## config.mk

```make
export PLATFORM = sky130hd
export DESIGN_NAME = resolver_position_output_interface
export DESIGN_NICKNAME = d
export VERILOG_FILES = /design/src/hdl/resolver_out_pkg.sv /design/src/hdl/resolver_position_output_interface.sv
export VERILOG_INCLUDE_DIRS = /design/src /design/src/hdl
export SDC_FILE = /design/constraint.sdc
export NUM_CORES = 1
export LEC_CHECK = 0
export BUFFER_PORTS_ARGS = -buffer_cell sky130_fd_sc_hd__buf_4
export CAP_MARGIN = 20
export CELL_PAD_IN_SITES_DETAIL_PLACEMENT = 0
export CELL_PAD_IN_SITES_GLOBAL_PLACEMENT = 1
export CORE_MARGIN = 10
export CORE_UTILIZATION = 52
export DETAILED_ROUTE_END_ITERATION = 6
export GPL_TIMING_DRIVEN = 0
export PLACE_DENSITY_LB_ADDON = 0.08
export SKIP_LAST_GASP = 1
export SLEW_MARGIN = 20
export SYNTH_ARGS = -nofsm -noshare
export SYNTH_HDL_FRONTEND = slang
export SYNTH_SLANG_ARGS = --single-unit
```

## constraint.sdc

```tcl
create_clock -name core_clk_i -period 3.1 [get_ports core_clk_i]
set_input_delay 0.775 -clock core_clk_i [delete_from_list [all_inputs] [get_ports core_clk_i]]
set_output_delay 0.775 -clock core_clk_i [all_outputs]
set_load 0.1 [all_outputs]
```

## src/hdl/resolver_out_cfg.svh

```systemverilog
`ifndef RESOLVER_OUT_CFG_SVH
`define RESOLVER_OUT_CFG_SVH
// position word width
`define POS_WIDTH 12
// internal latch period in core cycles
`define UPDATE_CYCLES 16'h0010
// fifo depth
`define FIFO_DEPTH 8
`endif

```

## src/hdl/resolver_out_pkg.sv

```systemverilog
package resolver_out_pkg;
  // one position sample with its quadrature state
  typedef struct packed {
    logic [11:0] angle;
    logic        pulse_a;
    logic        pulse_b;
    logic        pulse_z;
  } sample_t;
endpackage : resolver_out_pkg

```

## src/hdl/resolver_position_output_interface.sv

```systemverilog
`timescale 1ns/1ns
`include "resolver_out_cfg.svh"
// Function
// - the parallel position word is always the full twelve bits wide.
// - the serial word is latched half a parallel update period apart.
// - serial and parallel values read together may differ by one step.
// - pulses on the data pins equal those on the dedicated pulse pins.
// - both pulse outputs are driven at the same time.
// - pulse duty follows the angle samples and is not made uniform.
// - each output works alone with the others unused.
// - serial data is undefined from select fall to first clock fall.
// - a new serial bit is presented on each shift clock falling edge.

// small first-in first-out buffer for position samples
module sample_fifo #(
  parameter int WIDTH = 15,
  parameter int DEPTH = `FIFO_DEPTH
) (
  input  wire logic             core_clk_i,
  input  wire logic             resetn_i,
  input  wire logic             in_valid_i,
  output logic                  in_ready_o,
  input  wire logic [WIDTH-1:0] in_data_i,
  output logic                  out_valid_o,
  input  wire logic             out_ready_i,
  output logic [WIDTH-1:0]      out_data_o
);
  localparam int AW = $clog2(DEPTH);
  logic [WIDTH-1:0] mem [DEPTH];
  logic [AW-1:0]    wr_ptr;
  logic [AW-1:0]    rd_ptr;
  logic [AW:0]      count;
  logic             push;
  logic             pop;

  // handshakes on both sides
  // full when the fill level reaches the depth, empty at zero
  // count is one bit wider than the pointers so full and empty differ
  assign in_ready_o  = (count != (AW+1)'(DEPTH));
  assign out_valid_o = (count != '0);
  assign push        = in_valid_i && in_ready_o;
  assign pop         = out_valid_o && out_ready_i;
  assign out_data_o  = mem[rd_ptr];

  // storage write
  always_ff @(posedge core_clk_i)
  begin
    if (push)
      mem[wr_ptr] <= in_data_i;
  end

  // pointers and fill level
  // pointers wrap at the depth, so a depth that is not a power of two
  // still walks every slot; push and pop together keep the level
  always_ff @(posedge core_clk_i or negedge resetn_i)
  begin
    if (!resetn_i)
    begin
      wr_ptr <= '0;
      rd_ptr <= '0;
      count  <= '0;
    end
    else
    begin
      if (push)
        wr_ptr <= (wr_ptr == AW'(DEPTH-1)) ? '0 : wr_ptr + 1'b1;
      if (pop)
        rd_ptr <= (rd_ptr == AW'(DEPTH-1)) ? '0 : rd_ptr + 1'b1;
      count <= count + (AW+1)'(push) - (AW+1)'(pop);
    end
  end
endmodule : sample_fifo

// output interface: parallel word, serial shift port, quadrature pulses
module resolver_position_output_interface
  import resolver_out_pkg::*;
#(
  parameter int          POS_W      = `POS_WIDTH,
  parameter logic [15:0] UPD_CYCLES = `UPDATE_CYCLES
) (
  input  wire logic                 core_clk_i,
  input  wire logic                 resetn_i,
  input  wire resolver_out_pkg::sample_t sample_i,
  input  wire logic                 sample_valid_i,
  output logic                      sample_ready_o,
  input  wire logic                 pulse_mode_i,
  input  wire logic                 serial_select_n_i,
  input  wire logic                 shift_clk_i,
  output logic [POS_W-1:0]          par_data_o,
  output logic                      serial_data_o,
  output logic                      serial_data_oe_n_o,
  output logic                      pulse_a_o,
  output logic                      pulse_b_o,
  output logic                      pulse_z_o
);
  import resolver_out_pkg::*;

  // buffered sample path
  sample_t     fifo_data;
  logic        fifo_valid;
  logic        fifo_ready;
  sample_t     current;
  logic [2:0]  pulse_now;
  logic [2:0]  pulse_q;

  // update timing
  logic [15:0] phase;
  logic        par_tick;
  logic        ser_tick;

  // serial path
  logic [11:0] ser_latch;
  logic [11:0] shift_reg;

  // pin synchronisers and their edges
  logic [2:0]  sel_sync;
  logic [2:0]  sck_sync;
  logic        sck_fall;
  logic        sel_fall;
  logic        selected;

  // falling edge between the second and third synchroniser stages
  // the first stage is never read by logic, only by the next stage
  function automatic logic fell_edge(input logic [2:0] taps);
    fell_edge = taps[2] && !taps[1];
  endfunction : fell_edge

  // incoming samples buffered; drained one per core cycle
  sample_fifo #(
    .WIDTH ($bits(sample_t)),
    .DEPTH (`FIFO_DEPTH)
  ) u_fifo (
    .core_clk_i  (core_clk_i),
    .resetn_i    (resetn_i),
    .in_valid_i  (sample_valid_i),
    .in_ready_o  (),
    .in_data_i   (sample_i),
    .out_valid_o (fifo_valid),
    .out_ready_i (fifo_ready),
    .out_data_o  (fifo_data)
  );

  // drain side always takes a word, so the buffer never fills
  assign fifo_ready = 1'b1;

  // ready toward source, low in reset and until the first clock edge after it
  // taken from a flip-flop so the pin never glitches
  always_ff @(posedge core_clk_i or negedge resetn_i)
  begin
    if (!resetn_i)
      sample_ready_o <= 1'b0;
    else
      sample_ready_o <= 1'b1;
  end

  // track latest angle sample
  // one word per cycle leaves the buffer, newest wins
  always_ff @(posedge core_clk_i or negedge resetn_i)
  begin
    if (!resetn_i)
      current <= '0;
    else if (fifo_valid)
      current <= fifo_data;
  end

  // update phase counter; serial tick at half period
  // parallel tick at phase zero, serial tick half a period later
  // the offset is why serial and parallel may differ by one step
  always_ff @(posedge core_clk_i or negedge resetn_i)
  begin
    if (!resetn_i)
      phase <= '0;
    else if (phase == UPD_CYCLES - 16'h0001)
      phase <= '0;
    else
      phase <= phase + 16'h0001;
  end

  // latch instants of the two outputs
  assign par_tick = (phase == 16'h0000);
  assign ser_tick = (phase == (UPD_CYCLES >> 1));

  // pulse bits of the latest sample, a b z order
  assign pulse_now = {current.pulse_a, current.pulse_b, current.pulse_z};

  // parallel word or pulses on the data pins
  // pulse mode follows every sample; word mode waits for its tick
  // a host wanting fewer bits keeps the upper part of the word
  always_ff @(posedge core_clk_i or negedge resetn_i)
  begin
    if (!resetn_i)
      par_data_o <= '0;
    else if (pulse_mode_i)
      par_data_o <= {{(POS_W-3){1'b0}}, pulse_now};
    else if (par_tick)
      par_data_o <= current.angle;
  end

  // dedicated pulse pins from the same source, raw duty
  // same flip-flop stage as the data pins, so both show one value
  // duty is not smoothed; it follows the samples as they come
  genvar gi;
  generate
    for (gi = 0; gi < 3; gi++)
    begin : g_pulse
      always_ff @(posedge core_clk_i or negedge resetn_i)
      begin
        if (!resetn_i)
          pulse_q[gi] <= 1'b0;
        else
          pulse_q[gi] <= pulse_now[gi];
      end
    end
  endgenerate

  // pins straight from the pulse flip-flops
  assign pulse_a_o = pulse_q[2];
  assign pulse_b_o = pulse_q[1];
  assign pulse_z_o = pulse_q[0];

  // serial latch at its own instant
  // reloaded each period, even while a word is shifted out
  always_ff @(posedge core_clk_i or negedge resetn_i)
  begin
    if (!resetn_i)
      ser_latch <= '0;
    else if (ser_tick)
      ser_latch <= current.angle;
  end

  // synchronisers for select and shift clock
  // reset to the idle high level so no false edge follows reset
  always_ff @(posedge core_clk_i or negedge resetn_i)
  begin
    if (!resetn_i)
    begin
      sel_sync <= 3'b111;
      sck_sync <= 3'b111;
    end
    else
    begin
      sel_sync <= {sel_sync[1:0], serial_select_n_i};
      sck_sync <= {sck_sync[1:0], shift_clk_i};
    end
  end

  // edges and level seen on the core clock
  assign sck_fall = fell_edge(sck_sync);
  assign sel_fall = fell_edge(sel_sync);
  assign selected = !sel_sync[1];

  // shift register: load on select fall, shift on clock fall
  // msb leaves first; clocks past the word shift in zeros
  always_ff @(posedge core_clk_i or negedge resetn_i)
  begin
    if (!resetn_i)
      shift_reg <= '0;
    else if (sel_fall)
      shift_reg <= ser_latch;
    else if (selected && sck_fall)
      shift_reg <= {shift_reg[10:0], 1'b0};
  end

  // data pin: undefined until first clock fall, then msb first
  // bit changes a few core cycles after the clock fall, well
  // before the host samples on the following rise
  // driver enabled only while selected, released otherwise
  always_ff @(posedge core_clk_i or negedge resetn_i)
  begin
    if (!resetn_i)
    begin
      serial_data_o      <= 1'b0;
      serial_data_oe_n_o <= 1'b1;
    end
    else
    begin
      serial_data_oe_n_o <= !selected;
      if (sel_fall)
        serial_data_o <= 1'b0;
      else if (selected && sck_fall)
        serial_data_o <= shift_reg[11];
    end
  end
endmodule : resolver_position_output_interface

```

==> impl_results.html, run 1 <==
<table>
<tr><th>Metric</th><th>Value</th></tr>
<tr><th colspan="2">Status</th></tr>
<tr><td>Run status</td><td>completed</td></tr>
<tr><th colspan="2">GRT</th></tr>
<tr><td>Number of global-route vias before repair</td><td>about 4500</td></tr>
<tr><td>Sum of overflow across all layers after global routing</td><td>0</td></tr>
<tr><td>Antenna violations before repair</td><td>0</td></tr>
<tr><td>First-pass GRT wire length</td><td>24800 µm</td></tr>
<tr><td>Aggregate global-route resource usage</td><td>0.144</td></tr>
<tr><td>Pin count of the biggest net entering global routing</td><td>just under 90</td></tr>
<tr><th colspan="2">Floorplan</th></tr>
<tr><td>Initial core utilization</td><td>0.533</td></tr>
<tr><td>Core area</td><td>approximately 0.015 mm²</td></tr>
<tr><td>Area of the die</td><td>0.0211 mm²</td></tr>
<tr><td>Die Ht</td><td>~150 µm</td></tr>
<tr><td># rows</td><td>between 40 and 50</td></tr>
<tr><td>Die Wd</td><td>145 µm</td></tr>
<tr><td>Number of top-level pins</td><td>39</td></tr>
<tr><th colspan="2">Route</th></tr>
<tr><td>Post-DRT Antenna Nets</td><td>0</td></tr>
<tr><td>First DRT Iteration DRCs</td><td>222</td></tr>
<tr><td>Post-DR vias/cell</td><td>5.47</td></tr>
<tr><td>Drc violations</td><td>0</td></tr>
<tr><td>Vias after detailed routing</td><td>4269</td></tr>
<tr><td>Number of iterations in the first detailed-routing pass</td><td>4</td></tr>
<tr><td>Post-DR wirelength/cell</td><td>19.6 µm</td></tr>
<tr><td>Total length of routed wires</td><td>about 15000 µm</td></tr>
<tr><th colspan="2">Placement</th></tr>
<tr><td>Worst setup slack after placement</td><td>just over 0.4 ns</td></tr>
<tr><td>Dpl hpwl</td><td>around 11000 µm</td></tr>
<tr><td>Number of input and output port buffers inserted</td><td>37</td></tr>
<tr><td>Count of placed standard cells including taps</td><td>740</td></tr>
<tr><td>Final weighted congestion in routability-driven placement</td><td>about 0.76</td></tr>
<tr><th colspan="2">Setup path</th></tr>
<tr><td>Largest delay share family, worst path</td><td>buffers and inverters</td></tr>
<tr><td>Count of cells along the worst register-to-register path</td><td>4</td></tr>
<tr><td>Worst Setup Start Kind</td><td>flop</td></tr>
<tr><td>Path type of the worst setup path</td><td>flop to flop</td></tr>
<tr><td>CP startpoint</td><td>u_fifo.rd_ptr[0]$_DFFE_PN0N_</td></tr>
<tr><td>Worst R2R Setup Slack</td><td>~0.48 ns</td></tr>
<tr><td>Type of element capturing the critical path</td><td>flop</td></tr>
<tr><td>Slowest stage cell, crit path</td><td>clkbuf_1</td></tr>
<tr><td>Most frequent cell on the critical path</td><td>clkbuf_1</td></tr>
<tr><td>Worst R2R Start</td><td>u_fifo.rd_ptr[0]$_DFFE_PN0N_</td></tr>
<tr><td>Data arrival time of the critical path</td><td>2.99 ns</td></tr>
<tr><td>Number of cells on the critical path</td><td>4</td></tr>
<tr><td>CP cell instances</td><td>clkbuf_1, clkbuf_1, mux4_2, a221o_1</td></tr>
<tr><td>Longest individual stage delay on the worst path</td><td>0.64 ns</td></tr>
<tr><td>Worst reg2reg endpoint</td><td>current[9]$_DFFE_PN0N_</td></tr>
<tr><td>Worst Path Buf+Inv</td><td>2</td></tr>
<tr><td>Critical path required time</td><td>~3.5 ns</td></tr>
<tr><td>CP max FO</td><td>10</td></tr>
<tr><th colspan="2">CTS</th></tr>
<tr><td>CTS tree</td><td>yes</td></tr>
<tr><td>Clk sinks</td><td>approximately 210</td></tr>
<tr><td>Maximum clock insertion buffer count</td><td>3</td></tr>
<tr><td>Hold buffer count at CTS</td><td>0</td></tr>
<tr><td>Root buffer cell</td><td>clkbuf_16</td></tr>
<tr><td># H-tree levels</td><td>1</td></tr>
<tr><td>Number of clock buffers inserted by TritonCTS</td><td>22</td></tr>
<tr><td>Postcts setup bufs</td><td>0</td></tr>
<tr><td>Worst skew pair latency</td><td>approximately 0.5 ns</td></tr>
<tr><td>Cells resized by post-CTS repair</td><td>0</td></tr>
<tr><td>Clock-pin slew on the worst setup and hold paths</td><td>around 0.060 ns</td></tr>
<tr><th colspan="2">Timing</th></tr>
<tr><td>Final hold vios</td><td>0</td></tr>
<tr><td>Worst rel slew slack</td><td>0.353</td></tr>
<tr><td>Share of the clock period used by the worst path</td><td>0.845</td></tr>
<tr><td>Minimum clock period</td><td>approximately 2.6 ns</td></tr>
<tr><td>Setup tns final</td><td>0 ns</td></tr>
<tr><td>Total of endpoints with negative setup slack in the final report</td><td>0</td></tr>
<tr><td>Timing-limited maximum frequency</td><td>roughly 380 MHz</td></tr>
<tr><td>Worst-Margin Slew</td><td>0.970 ns</td></tr>
<tr><td>Setup repair after global routing missed its margin</td><td>no</td></tr>
<tr><td>Clk_skew</td><td>roughly 0.018 ns</td></tr>
<tr><td>Worst path setup slack after routing</td><td>between 0.4 and 0.5 ns</td></tr>
<tr><td>Max-slew violation total from the final report</td><td>0</td></tr>
<tr><th colspan="2">Cells and area</th></tr>
<tr><td>End-of-flow core utilization</td><td>0.629</td></tr>
<tr><td>Biggest regs</td><td>u_fifo.mem: 120 flops, phase: 16 flops, current: 15 flops</td></tr>
<tr><td>Inserted Diodes</td><td>0</td></tr>
<tr><td>Fraction of layout instances using a drive strength above 1</td><td>0.258</td></tr>
<tr><td>Highest-count cells in the layout ignoring fill and taps</td><td>edfxtp_1, dfrtp_1, buf_4</td></tr>
<tr><td>Non-Filler Instances</td><td>slightly below 800</td></tr>
<tr><td>Register with the highest flop count</td><td>u_fifo.mem</td></tr>
<tr><td>Max reg flops</td><td>between 100 and 150</td></tr>
<tr><td>Most common cell after layout, fill and taps aside</td><td>edfxtp_1</td></tr>
<tr><td>Filler Cells Inserted</td><td>1140</td></tr>
<tr><td>Net count, final</td><td>about 590</td></tr>
<tr><td>Area growth from synthesis to layout</td><td>17.9%</td></tr>
<tr><th colspan="2">Synth</th></tr>
<tr><td>Unique cell type count in the Yosys netlist</td><td>43</td></tr>
<tr><td>FFs w/ async S/R, synth</td><td>0.423</td></tr>
<tr><td>Portion of synthesized cell area occupied by the leading cell type</td><td>0.441</td></tr>
<tr><td>Commonest register cell after synthesis</td><td>edfxtp_1</td></tr>
<tr><td>Cell taking the most area after synthesis</td><td>edfxtp_1</td></tr>
<tr><td>Post-synthesis instance area</td><td>just over 0.008 mm²</td></tr>
<tr><td>Syn. warnings</td><td>0</td></tr>
<tr><td>Sequential area share after synthesis</td><td>0.712</td></tr>
<tr><td>Post-synthesis area per instance</td><td>between 15 and 20 µm²</td></tr>
<tr><td>Post-synthesis register bit count</td><td>about 210</td></tr>
<tr><td>Number of flops mapped to enable cells by yosys</td><td>120</td></tr>
<tr><td>Synthesized netlist net count</td><td>slightly above 500</td></tr>
<tr><td>Syn Inst Count</td><td>a little under 500</td></tr>
<tr><td>Top cells by area, synth</td><td>edfxtp_1, dfrtp_1, mux4_2</td></tr>
<tr><th colspan="2">Hold path</th></tr>
<tr><td>HP Class</td><td>primary input to async pin</td></tr>
<tr><th colspan="2">Power</th></tr>
<tr><td>LEAKAGE</td><td>roughly 3.8 nW</td></tr>
<tr><td>Worst vdd ir</td><td>between 600 and 700 µV</td></tr>
<tr><td>Power density over cell area</td><td>~970 mW/mm²</td></tr>
<tr><th colspan="2">Run</th></tr>
<tr><td>Max-cap violation count</td><td>0</td></tr>
</table>
-- cells in the mapped netlist (7+ instances only) --
library cell	instances
nor2_1	19
mux2i_1	21
mux4_2	30
xor2_1	7
xnor2_1	7
nor3_1	7
dfrtp_1	82
o21ai_0	14
edfxtp_1	120
clkbuf_1	15
mux2_2	12
ha_1	12
nand2_1	29
a221o_1	16
and3_1	17
nand3_1	7
inv_1	15
-- cell families (layout without fill, tap and decap cells) --
kind of cell               Yosys count  count (layout)  share of synthesized area
AOI/OAI and AO/OA                   42              42                     0.0402
xor gates and xnor gates            14              14                     0.0150
adders and majority gates           13              13                     0.0208
buffers and inverters               36             123                     0.0196
DFF                                208             208                      0.712
muxes                               63              63                      0.125
other                                1               1                   0.000459
and+or+nand+nor                    105             105                     0.0668
-- through the flow --
step / power, mW / cell area [µm²] / hold WS [ns]
floorplan: 5.81 / 8160 / 0.345
global placement: 6.51 / 8710 / 0.350
detailed placement: 6.66 / 8840 / 0.350
CTS: 9.42 / 9620 / 0.358
global route: 9.79 / 9630 / 0.362
finish: 9.31 / 9630 / 0.334
-- report_power, final --
part / internal (mW) / switching (mW)
logic: 1.08 / 1.60
registers: 3.56 / 0.330
clock network: 1.75 / 0.997
total: 6.39 / 2.93
-- worst max path at each step --
stage                                 endpoint  slack, ns
finish                  current[9]$_DFFE_PN0N_       0.48
global route         u_fifo.count[2]$_DFF_PN0_       0.24
CTS                     current[9]$_DFFE_PN0N_       0.39
detailed placement      current[9]$_DFFE_PN0N_       0.40
global placement    u_fifo.mem[1][6]$_DFFE_PP_      -0.69
floorplan           u_fifo.mem[0][0]$_DFFE_PP_       0.51
-- per-layer routing --
metal,routed length (µm),track usage
met5,0,0
met4,289,0.0399
met3,802,0.0329
met2,7470,0.236
met1,6720,0.190
-- cell type report --
| class | instances | area, µm² | area share |
|---|---|---|---|
| buffer | 21 | 104 | 0.0108 |
| multi-input combinational | 238 | 2220 | 0.230 |
| clock buffer | 34 | 677 | 0.0703 |
| tap | 211 | 264 | 0.0274 |
| sequential | 208 | 5810 | 0.604 |
| timing repair buffer | 47 | 390 | 0.0405 |
| inverter | 15 | 56.3 | 0.00585 |
| clock inverter | 6 | 108 | 0.0112 |
(Power assumes the default switching activity.)
==> run 2, diff against run 1 <==
==> constraint.sdc (replaced) <==
create_clock -name core_clk_i -period 2.5 [get_ports core_clk_i]
set_input_delay 0.625 -clock core_clk_i [delete_from_list [all_inputs] [get_ports core_clk_i]]
set_output_delay 0.625 -clock core_clk_i [all_outputs]
set_load 0.1 [all_outputs]
==> run 2 against run 1 <==
- sequential share of layout area fell by 0.10 points
- sequential cell count did not move
- fmax rose by 13%
- combinational power rose by 25%
- utilization rose by 0.11 points
- critical path type unchanged
==> impl_results.html, run 2 (synthesis gave the netlist of run 1 again) <==
<table>
<tr><th>Metric</th><th>Value</th></tr>
<tr><th colspan="2">Status</th></tr>
<tr><td>Run status</td><td>completed</td></tr>
<tr><th colspan="2">Floorplan</th></tr>
<tr><td>Die Ht</td><td>145 µm (unchanged)</td></tr>
<tr><td>Die Wd</td><td>145 µm (unchanged)</td></tr>
<tr><td>Initial core utilization</td><td>0.533 (unchanged)</td></tr>
<tr><td>Core area</td><td>0.0153 mm² (unchanged)</td></tr>
<tr><td>Area of the die</td><td>0.0211 mm² (unchanged)</td></tr>
<tr><td>Number of top-level pins</td><td>39 (unchanged)</td></tr>
<tr><td># rows</td><td>45 (unchanged)</td></tr>
<tr><th colspan="2">Setup path</th></tr>
<tr><td>Path type of the worst setup path</td><td>flop to flop</td></tr>
<tr><td>Count of cells along the worst register-to-register path</td><td>4 (unchanged)</td></tr>
<tr><td>Critical path required time</td><td>2.86 ns (-0.61 ns)</td></tr>
<tr><td>End point of the critical path</td><td>current[5]$_DFFE_PN0N_</td></tr>
<tr><td>Worst reg2reg endpoint</td><td>current[5]$_DFFE_PN0N_</td></tr>
<tr><td>Worst R2R Start</td><td>u_fifo.rd_ptr[1]$_DFFE_PN0N_</td></tr>
<tr><td>Worst R2R Setup Slack</td><td>0.18 ns (-0.30 ns)</td></tr>
<tr><td>Worst Setup Start Kind</td><td>flop</td></tr>
<tr><td>CP max FO</td><td>10 (unchanged)</td></tr>
<tr><td>Type of element capturing the critical path</td><td>flop</td></tr>
<tr><td>CP startpoint</td><td>u_fifo.rd_ptr[1]$_DFFE_PN0N_</td></tr>
<tr><td>Data arrival time of the critical path</td><td>2.69 ns (-0.30 ns)</td></tr>
<tr><th colspan="2">Placement</th></tr>
<tr><td>Number of input and output port buffers inserted</td><td>37 (unchanged)</td></tr>
<tr><td>Final weighted congestion in routability-driven placement</td><td>0.757 (unchanged)</td></tr>
<tr><td>Area post-placement</td><td>0.00884 mm² (unchanged)</td></tr>
<tr><td>Worst setup slack after placement</td><td>-0.197 ns (-0.600 ns)</td></tr>
<tr><td>Dpl hpwl</td><td>10700 µm (unchanged)</td></tr>
<tr><th colspan="2">CTS</th></tr>
<tr><td>Clk sinks</td><td>208 (unchanged)</td></tr>
<tr><td>Number of clock buffers inserted by TritonCTS</td><td>22 (unchanged)</td></tr>
<tr><td>CTS tree</td><td>yes</td></tr>
<tr><td>Root buffer cell</td><td>clkbuf_16</td></tr>
<tr><td>Worst skew pair latency</td><td>0.50 ns (about the same)</td></tr>
<tr><td>Hold buffer count at CTS</td><td>0 (unchanged)</td></tr>
<tr><td>Clock-pin slew on the worst setup and hold paths</td><td>0.06 ns (about the same)</td></tr>
<tr><td>Maximum clock insertion buffer count</td><td>3 (unchanged)</td></tr>
<tr><td># H-tree levels</td><td>1 (unchanged)</td></tr>
<tr><th colspan="2">Cells and area</th></tr>
<tr><td>Net count, final</td><td>588 (+0.17%)</td></tr>
<tr><td>Biggest regs</td><td>u_fifo.mem: 120 flops, phase: 16 flops, current: 15 flops</td></tr>
<tr><td>Inserted Diodes</td><td>0 (unchanged)</td></tr>
<tr><td>Most common cell after layout, fill and taps aside</td><td>edfxtp_1</td></tr>
<tr><td>Highest-count cells in the layout ignoring fill and taps</td><td>edfxtp_1, dfrtp_1, buf_4</td></tr>
<tr><td>Fraction of layout instances using a drive strength above 1</td><td>0.265 (+0.00656)</td></tr>
<tr><td>Area growth from synthesis to layout</td><td>18.1%</td></tr>
<tr><td>Final non-filler cell area</td><td>0.00964 mm² (+0.17%)</td></tr>
<tr><td>Register with the highest flop count</td><td>u_fifo.mem</td></tr>
<tr><td>Max reg flops</td><td>120 (unchanged)</td></tr>
<tr><th colspan="2">Run</th></tr>
<tr><td>Max-cap violation count</td><td>0 (unchanged)</td></tr>
<tr><th colspan="2">Timing</th></tr>
<tr><td>Share of the clock period used by the worst path</td><td>0.929 (+0.0836)</td></tr>
<tr><td>Max-slew violation total from the final report</td><td>0 (unchanged)</td></tr>
<tr><td>Final hold vios</td><td>0 (unchanged)</td></tr>
<tr><td>Setup repair after global routing missed its margin</td><td>no</td></tr>
<tr><td>Timing-limited maximum frequency</td><td>431 MHz (+13%)</td></tr>
<tr><td>Worst-Margin Slew</td><td>0.974 ns (+0.00455 ns)</td></tr>
<tr><td>Worst hold slack after final layout</td><td>0.189 ns (-0.145 ns)</td></tr>
<tr><td>Setup tns final</td><td>0 ns (unchanged)</td></tr>
<tr><td>Total of endpoints with negative setup slack in the final report</td><td>0 (unchanged)</td></tr>
<tr><td>Minimum clock period</td><td>2.32 ns (-0.298 ns)</td></tr>
<tr><td>Worst path setup slack after routing</td><td>0.178 ns (-0.302 ns)</td></tr>
<tr><td>Worst rel slew slack</td><td>0.350 (-0.00303)</td></tr>
<tr><td>Clk_skew</td><td>0.0180 ns (-0.000306 ns)</td></tr>
<tr><th colspan="2">Route</th></tr>
<tr><td>First DRT Iteration DRCs</td><td>219 (-1.4%)</td></tr>
<tr><td>Total length of routed wires</td><td>15200 µm (-0.23%)</td></tr>
<tr><td>Post-DR vias/cell</td><td>5.44 (-0.57%)</td></tr>
<tr><td>Post-DR wirelength/cell</td><td>19.5 µm (-0.36%)</td></tr>
<tr><td>Post-DRT Antenna Nets</td><td>0 (unchanged)</td></tr>
<tr><td>Number of iterations in the first detailed-routing pass</td><td>4 (unchanged)</td></tr>
<tr><td>Drc violations</td><td>0 (unchanged)</td></tr>
<tr><td>Vias after detailed routing</td><td>4250 (-0.45%)</td></tr>
<tr><th colspan="2">Power</th></tr>
<tr><td>Worst vdd ir</td><td>858 µV (+24%)</td></tr>
<tr><td>LEAKAGE</td><td>3.85 nW (+0.25%)</td></tr>
<tr><td>Power density over cell area</td><td>1200 mW/mm² (+24%)</td></tr>
<tr><th colspan="2">GRT</th></tr>
<tr><td>Antenna violations before repair</td><td>0 (unchanged)</td></tr>
<tr><td>Sum of overflow across all layers after global routing</td><td>0 (unchanged)</td></tr>
<tr><td>Pin count of the biggest net entering global routing</td><td>89 (unchanged)</td></tr>
<tr><td>Aggregate global-route resource usage</td><td>0.144 (about the same)</td></tr>
<tr><td>Number of global-route vias before repair</td><td>4497 (-0.18%)</td></tr>
<tr><td>First-pass GRT wire length</td><td>24800 µm (unchanged)</td></tr>
<tr><th colspan="2">Hold path</th></tr>
<tr><td>HP Class</td><td>primary input to async pin</td></tr>
</table>
run 2: cell types whose count changed in the layout (fill, tap and decap cells not counted):
cell / previous run / this run
buf_4: 40 / 42
clkbuf_1: 20 / 18
clkbuf_2: 0 / 1
clkinvlp_4: 1 / 2
inv_1: 15 / 14
run 2: critical path, cell delays in order (launching register included):
cell and delay, ns:
dfrtp_1 0.43, buf_1 0.64, mux4_2 0.65, and3_1 0.21, a221o_1 0.26
run 2: power by group:
group	switching [mW]	total [mW]	internal [mW]
Combinational	1.98	3.33	1.34
Sequential	0.407	4.82	4.42
Clock	1.23	3.40	2.17
run 2: layout make-up:
cell class,instances,area (µm²)
clock buffer,34,677
tap,211,264
sequential,208,5810
multi-input combinational,238,2220
fill,1135,5670
clock inverter,6,108
inverter,15,60.1
buffer,20,101
timing repair buffer,49,405
run 2: stage by stage:
stage | power [mW] | util | cells
after floorplan | 7.21 | - | 482
after global placement | 8.07 | 0.568 | 730
after detailed placement | 8.25 | 0.577 | 740
after CTS | 11.7 | 0.628 | 779
after global routing | 12.2 | 0.630 | 781
final | 11.6 | 0.630 | 781
run 2: per-layer routing:
layer | vias to the layer above | routed length [µm] | share of wire | track usage
li1 | 1987 | - | - | -
met1 | 2133 | 6510 | 0.43 | 0.192
met2 | 104 | 7440 | 0.49 | 0.234
met3 | 26 | 1020 | 0.067 | 0.0329
met4 | 0 | 277 | 0.018 | 0.0399
met5 | - | 0 | 0 | 0
run 2: worst min path at each step:
| stage | slack, ns | endpoint | startpoint |
|---|---|---|---|
| 6_report | 0.19 | shift_reg[6]$_DFFE_PN0P_ | resetn_i |
| 5_1_grt | 0.23 | sel_sync[0]$_DFF_PN1_ | serial_select_n_i |
| 2_1_floorplan | 0.33 | current[0]$_DFFE_PN0N_ | resetn_i |
| 3_3_place_gp | 0.35 | sel_sync[1]$_DFF_PN1_ | sel_sync[0]$_DFF_PN1_ |
| 3_5_place_dp | 0.35 | sck_sync[1]$_DFF_PN1_ | sck_sync[0]$_DFF_PN1_ |
| 4_1_cts | 0.23 | sel_sync[0]$_DFF_PN1_ | serial_select_n_i |
run 2: timing repair:
item                                    in CTS  in global routing
gates resized for setup                      1                  1
setup buffers                                0                  2
pin swaps                                    0                  0
endpoints found under the setup margin       6                  3
==> run 3, diff against run 2 <==
--- a/config.mk
+++ b/config.mk
@@ -11,7 +11,8 @@
 export CELL_PAD_IN_SITES_DETAIL_PLACEMENT = 0
 export CELL_PAD_IN_SITES_GLOBAL_PLACEMENT = 1
 export CORE_MARGIN = 10
-export CORE_UTILIZATION = 52
+export CORE_UTILIZATION = 33
+export CTS_CLUSTER_DIAMETER = 60
 export DETAILED_ROUTE_END_ITERATION = 6
 export GPL_TIMING_DRIVEN = 0
 export PLACE_DENSITY_LB_ADDON = 0.08
==> run 3 against run 2 <==
- cell area rose by 1.5%
- setup slack got worse by 0.040 ns
- worst hold slack barely moved
- first-iteration DRC count fell by 21%
- clock skew fell by 0.0043 ns
- die area rose by 49%
- utilization fell by 23 points
- cell count rose by 15%
- clock-buffer cell count did not move
- sequential share of layout area fell by 0.89 points
- clock power barely moved
- fmax fell by 1.7%
- critical path type unchanged
==> impl_results.html, run 3 (synthesis gave the netlist of run 1 again) <==
<table>
<tr><th>Metric</th><th>Value</th></tr>
<tr><th colspan="2">Placement</th></tr>
<tr><td>Number of input and output port buffers inserted</td><td>37 (unchanged)</td></tr>
<tr><td>Dpl hpwl</td><td>11800 µm (+10%)</td></tr>
<tr><td>Count of placed standard cells including taps</td><td>853 (+15%)</td></tr>
<tr><td>Final weighted congestion in routability-driven placement</td><td>0.714 (-5.7%)</td></tr>
<tr><td>Area post-placement</td><td>0.00898 mm² (+1.6%)</td></tr>
<tr><td>Worst setup slack after placement</td><td>-0.299 ns (-0.102 ns)</td></tr>
<tr><th colspan="2">GRT</th></tr>
<tr><td>Sum of overflow across all layers after global routing</td><td>0 (unchanged)</td></tr>
<tr><td>Number of global-route vias before repair</td><td>4599 (+2.3%)</td></tr>
<tr><td>Antenna violations before repair</td><td>0 (unchanged)</td></tr>
<tr><td>Aggregate global-route resource usage</td><td>0.110 (-0.0340)</td></tr>
<tr><td>First-pass GRT wire length</td><td>27000 µm (+9.2%)</td></tr>
<tr><td>Pin count of the biggest net entering global routing</td><td>89 (unchanged)</td></tr>
<tr><th colspan="2">Route</th></tr>
<tr><td>Total length of routed wires</td><td>16900 µm (+11%)</td></tr>
<tr><td>Met3 Routed Length</td><td>684 µm (-33%)</td></tr>
<tr><td>Highest metal layer used by the detailed router</td><td>met4</td></tr>
<tr><td>First DRT Iteration DRCs</td><td>174 (-21%)</td></tr>
<tr><td>Drc violations</td><td>0 (unchanged)</td></tr>
<tr><td>Post-DR vias/cell</td><td>4.78 (-12%)</td></tr>
<tr><td>Vias after detailed routing</td><td>4292 (+0.99%)</td></tr>
<tr><td>Met2 layer wire length in the routed design</td><td>8040 µm (+8.1%)</td></tr>
<tr><td>WL met1</td><td>7820 µm (+20%)</td></tr>
<tr><td>Number of iterations in the first detailed-routing pass</td><td>4 (unchanged)</td></tr>
<tr><td>Post-DR wirelength/cell</td><td>18.9 µm (-3.4%)</td></tr>
<tr><td>Post-DRT Antenna Nets</td><td>0 (unchanged)</td></tr>
<tr><th colspan="2">Cells and area</th></tr>
<tr><td>Net count, final</td><td>590 (+0.34%)</td></tr>
<tr><td>Max reg flops</td><td>120 (unchanged)</td></tr>
<tr><td>Inserted Diodes</td><td>0 (unchanged)</td></tr>
<tr><td>Final non-filler cell area</td><td>0.00979 mm² (+1.5%)</td></tr>
<tr><td>Most common cell after layout, fill and taps aside</td><td>edfxtp_1</td></tr>
<tr><td>Area growth from synthesis to layout</td><td>19.9%</td></tr>
<tr><td>Highest-count cells in the layout ignoring fill and taps</td><td>edfxtp_1, dfrtp_1, buf_4</td></tr>
<tr><td>Register with the highest flop count</td><td>u_fifo.mem</td></tr>
<tr><td>Non-Filler Instances</td><td>898 (+15%)</td></tr>
<tr><td>Biggest regs</td><td>u_fifo.mem: 120 flops, phase: 16 flops, current: 15 flops</td></tr>
<tr><td>Fraction of layout instances using a drive strength above 1</td><td>0.268 (+0.00338)</td></tr>
<tr><th colspan="2">CTS</th></tr>
<tr><td>Postcts setup bufs</td><td>0 (unchanged)</td></tr>
<tr><td>Maximum clock insertion buffer count</td><td>3 (unchanged)</td></tr>
<tr><td># H-tree levels</td><td>1 (unchanged)</td></tr>
<tr><td>Hold buffer count at CTS</td><td>0 (unchanged)</td></tr>
<tr><td>Clk sinks</td><td>208 (unchanged)</td></tr>
<tr><td>Worst skew pair latency</td><td>0.51 ns (about the same)</td></tr>
<tr><td>Number of clock buffers inserted by TritonCTS</td><td>25 (+14%)</td></tr>
<tr><td>Root buffer cell</td><td>clkbuf_16</td></tr>
<tr><td>CTS tree</td><td>yes</td></tr>
<tr><td>Clock-pin slew on the worst setup and hold paths</td><td>0.05 ns (about the same)</td></tr>
<tr><th colspan="2">Run</th></tr>
<tr><td>Max-cap violation count</td><td>0 (unchanged)</td></tr>
<tr><th colspan="2">Timing</th></tr>
<tr><td>Final hold vios</td><td>0 (unchanged)</td></tr>
<tr><td>Worst hold slack after final layout</td><td>0.189 ns (-0.000393 ns)</td></tr>
<tr><td>Clk_skew</td><td>0.0137 ns (-0.00425 ns)</td></tr>
<tr><td>Timing-limited maximum frequency</td><td>423 MHz (-1.7%)</td></tr>
<tr><td>Setup repair after global routing missed its margin</td><td>yes</td></tr>
<tr><td>Worst rel slew slack</td><td>0.353 (+0.00300)</td></tr>
<tr><td>Worst-Margin Slew</td><td>0.970 ns (-0.00449 ns)</td></tr>
<tr><td>Share of the clock period used by the worst path</td><td>0.945 (+0.0161)</td></tr>
<tr><td>Minimum clock period</td><td>2.36 ns (+0.0403 ns)</td></tr>
<tr><td>Total of endpoints with negative setup slack in the final report</td><td>0 (unchanged)</td></tr>
<tr><td>Max-slew violation total from the final report</td><td>0 (unchanged)</td></tr>
<tr><td>Worst path setup slack after routing</td><td>0.138 ns (-0.0403 ns)</td></tr>
<tr><td>Setup tns final</td><td>0 ns (unchanged)</td></tr>
<tr><th colspan="2">Power</th></tr>
<tr><td>Share of power burned in the clock network</td><td>0.291 (-0.003)</td></tr>
<tr><td>Sequential share of power</td><td>0.417 (about the same)</td></tr>
<tr><td>Proportion of total power due to net switching</td><td>0.327 (+0.0131)</td></tr>
<tr><td>Worst vdd ir</td><td>570 µV (-34%)</td></tr>
<tr><td>Combinational group share of total power</td><td>0.291 (+0.003)</td></tr>
<tr><td>Sw Pwr</td><td>3.80 mW (+4.7%)</td></tr>
<tr><td>Total internal power</td><td>7.82 mW (-1.4%)</td></tr>
<tr><td>Power density over cell area</td><td>1190 mW/mm² (-0.94%)</td></tr>
<tr><td>LEAKAGE</td><td>3.85 nW (about the same)</td></tr>
<tr><th colspan="2">Floorplan</th></tr>
<tr><td>Die Ht</td><td>177 µm (+22%)</td></tr>
<tr><td>Number of top-level pins</td><td>39 (unchanged)</td></tr>
<tr><td>Core area</td><td>0.0243 mm² (+59%)</td></tr>
<tr><td>Initial core utilization</td><td>0.336 (-0.197)</td></tr>
<tr><td>Area of the die</td><td>0.0314 mm² (+49%)</td></tr>
<tr><td>Die Wd</td><td>177 µm (+22%)</td></tr>
<tr><td># rows</td><td>57 (+27%)</td></tr>
<tr><th colspan="2">Setup path</th></tr>
<tr><td>CP max FO</td><td>10 (unchanged)</td></tr>
<tr><td>Critical path required time</td><td>2.88 ns (+0.02 ns)</td></tr>
<tr><td>Data arrival time of the critical path</td><td>2.75 ns (+0.06 ns)</td></tr>
<tr><td>Type of element capturing the critical path</td><td>flop</td></tr>
<tr><td>Worst R2R Setup Slack</td><td>0.14 ns (-0.04 ns)</td></tr>
<tr><td>Path type of the worst setup path</td><td>flop to flop</td></tr>
<tr><td>Worst Setup Start Kind</td><td>flop</td></tr>
<tr><th colspan="2">Hold path</th></tr>
<tr><td>HP Class</td><td>primary input to async pin</td></tr>
<tr><th colspan="2">Status</th></tr>
<tr><td>Run status</td><td>completed</td></tr>
</table>
run 3: timing repair:
| item | 4_1_cts | 5_1_grt |
|---|---|---|
| endpoints found under the hold margin | 0 | 0 |
| endpoints found under the setup margin | 6 | 26 |
| gates resized for setup | 3 | 4 |
run 3: layout make-up:
| type | instances | area (µm²) |
|---|---|---|
| Fill cell | 2259 | 14500 |
| Clock buffer | 34 | 699 |
| Multi-Input combinational cell | 238 | 2230 |
| Timing Repair Buffer | 47 | 394 |
| Inverter | 15 | 56.3 |
| Tap cell | 324 | 405 |
| Buffer | 21 | 109 |
| Clock inverter | 11 | 86.3 |
| Sequential cell | 208 | 5810 |
run 3: worst max-delay path, stage by stage (launching register included):
cell and delay (ns):
dfrtp_1 0.37, clkbuf_2 0.43, clkbuf_1 0.54, mux4_2 0.59
a221o_1 0.32
run 3: power groups by stage:
stage	sequential [mW]	combinational (mW)	clock [mW]
detailed placement	4.92	3.43	0
finish	4.85	3.39	3.38
global placement	4.91	3.29	0
floorplan	5.41	1.80	0
global route	4.94	3.71	3.66
CTS	4.86	3.44	3.50
run 3: metal layers:
layer | GRT usage | vias to the layer above
li1 | - | 1992
met1 | 0.148 | 2205
met2 | 0.179 | 70
met3 | 0.0219 | 25
met4 | 0.0309 | 0
met5 | 0 | -
run 3: through the flow:
stage / utilization / power [mW]
floorplan: - / 7.21
detailed placement: 0.369 / 8.35
finish: 0.403 / 11.6
CTS: 0.402 / 11.8
global route: 0.403 / 12.3
global placement: 0.364 / 8.20
run 3: path summary, 6_finish.rpt:
kind,to,startpoint,cells past startpoint
max reg2reg,current[10]$_DFFE_PN0N_,u_fifo.rd_ptr[0]$_DFFE_PN0N_,4
min in group core_clk_i,sck_sync[0]$_DFF_PN1_,shift_clk_i,1
max in group asynchronous,ser_latch[0]$_DFFE_PN0N_,resetn_i,1
min,shift_reg[8]$_DFFE_PN0P_,resetn_i,1
min reg2reg,sck_sync[1]$_DFF_PN1_,sck_sync[0]$_DFF_PN1_,0
max,current[10]$_DFFE_PN0N_,u_fifo.rd_ptr[0]$_DFFE_PN0N_,4
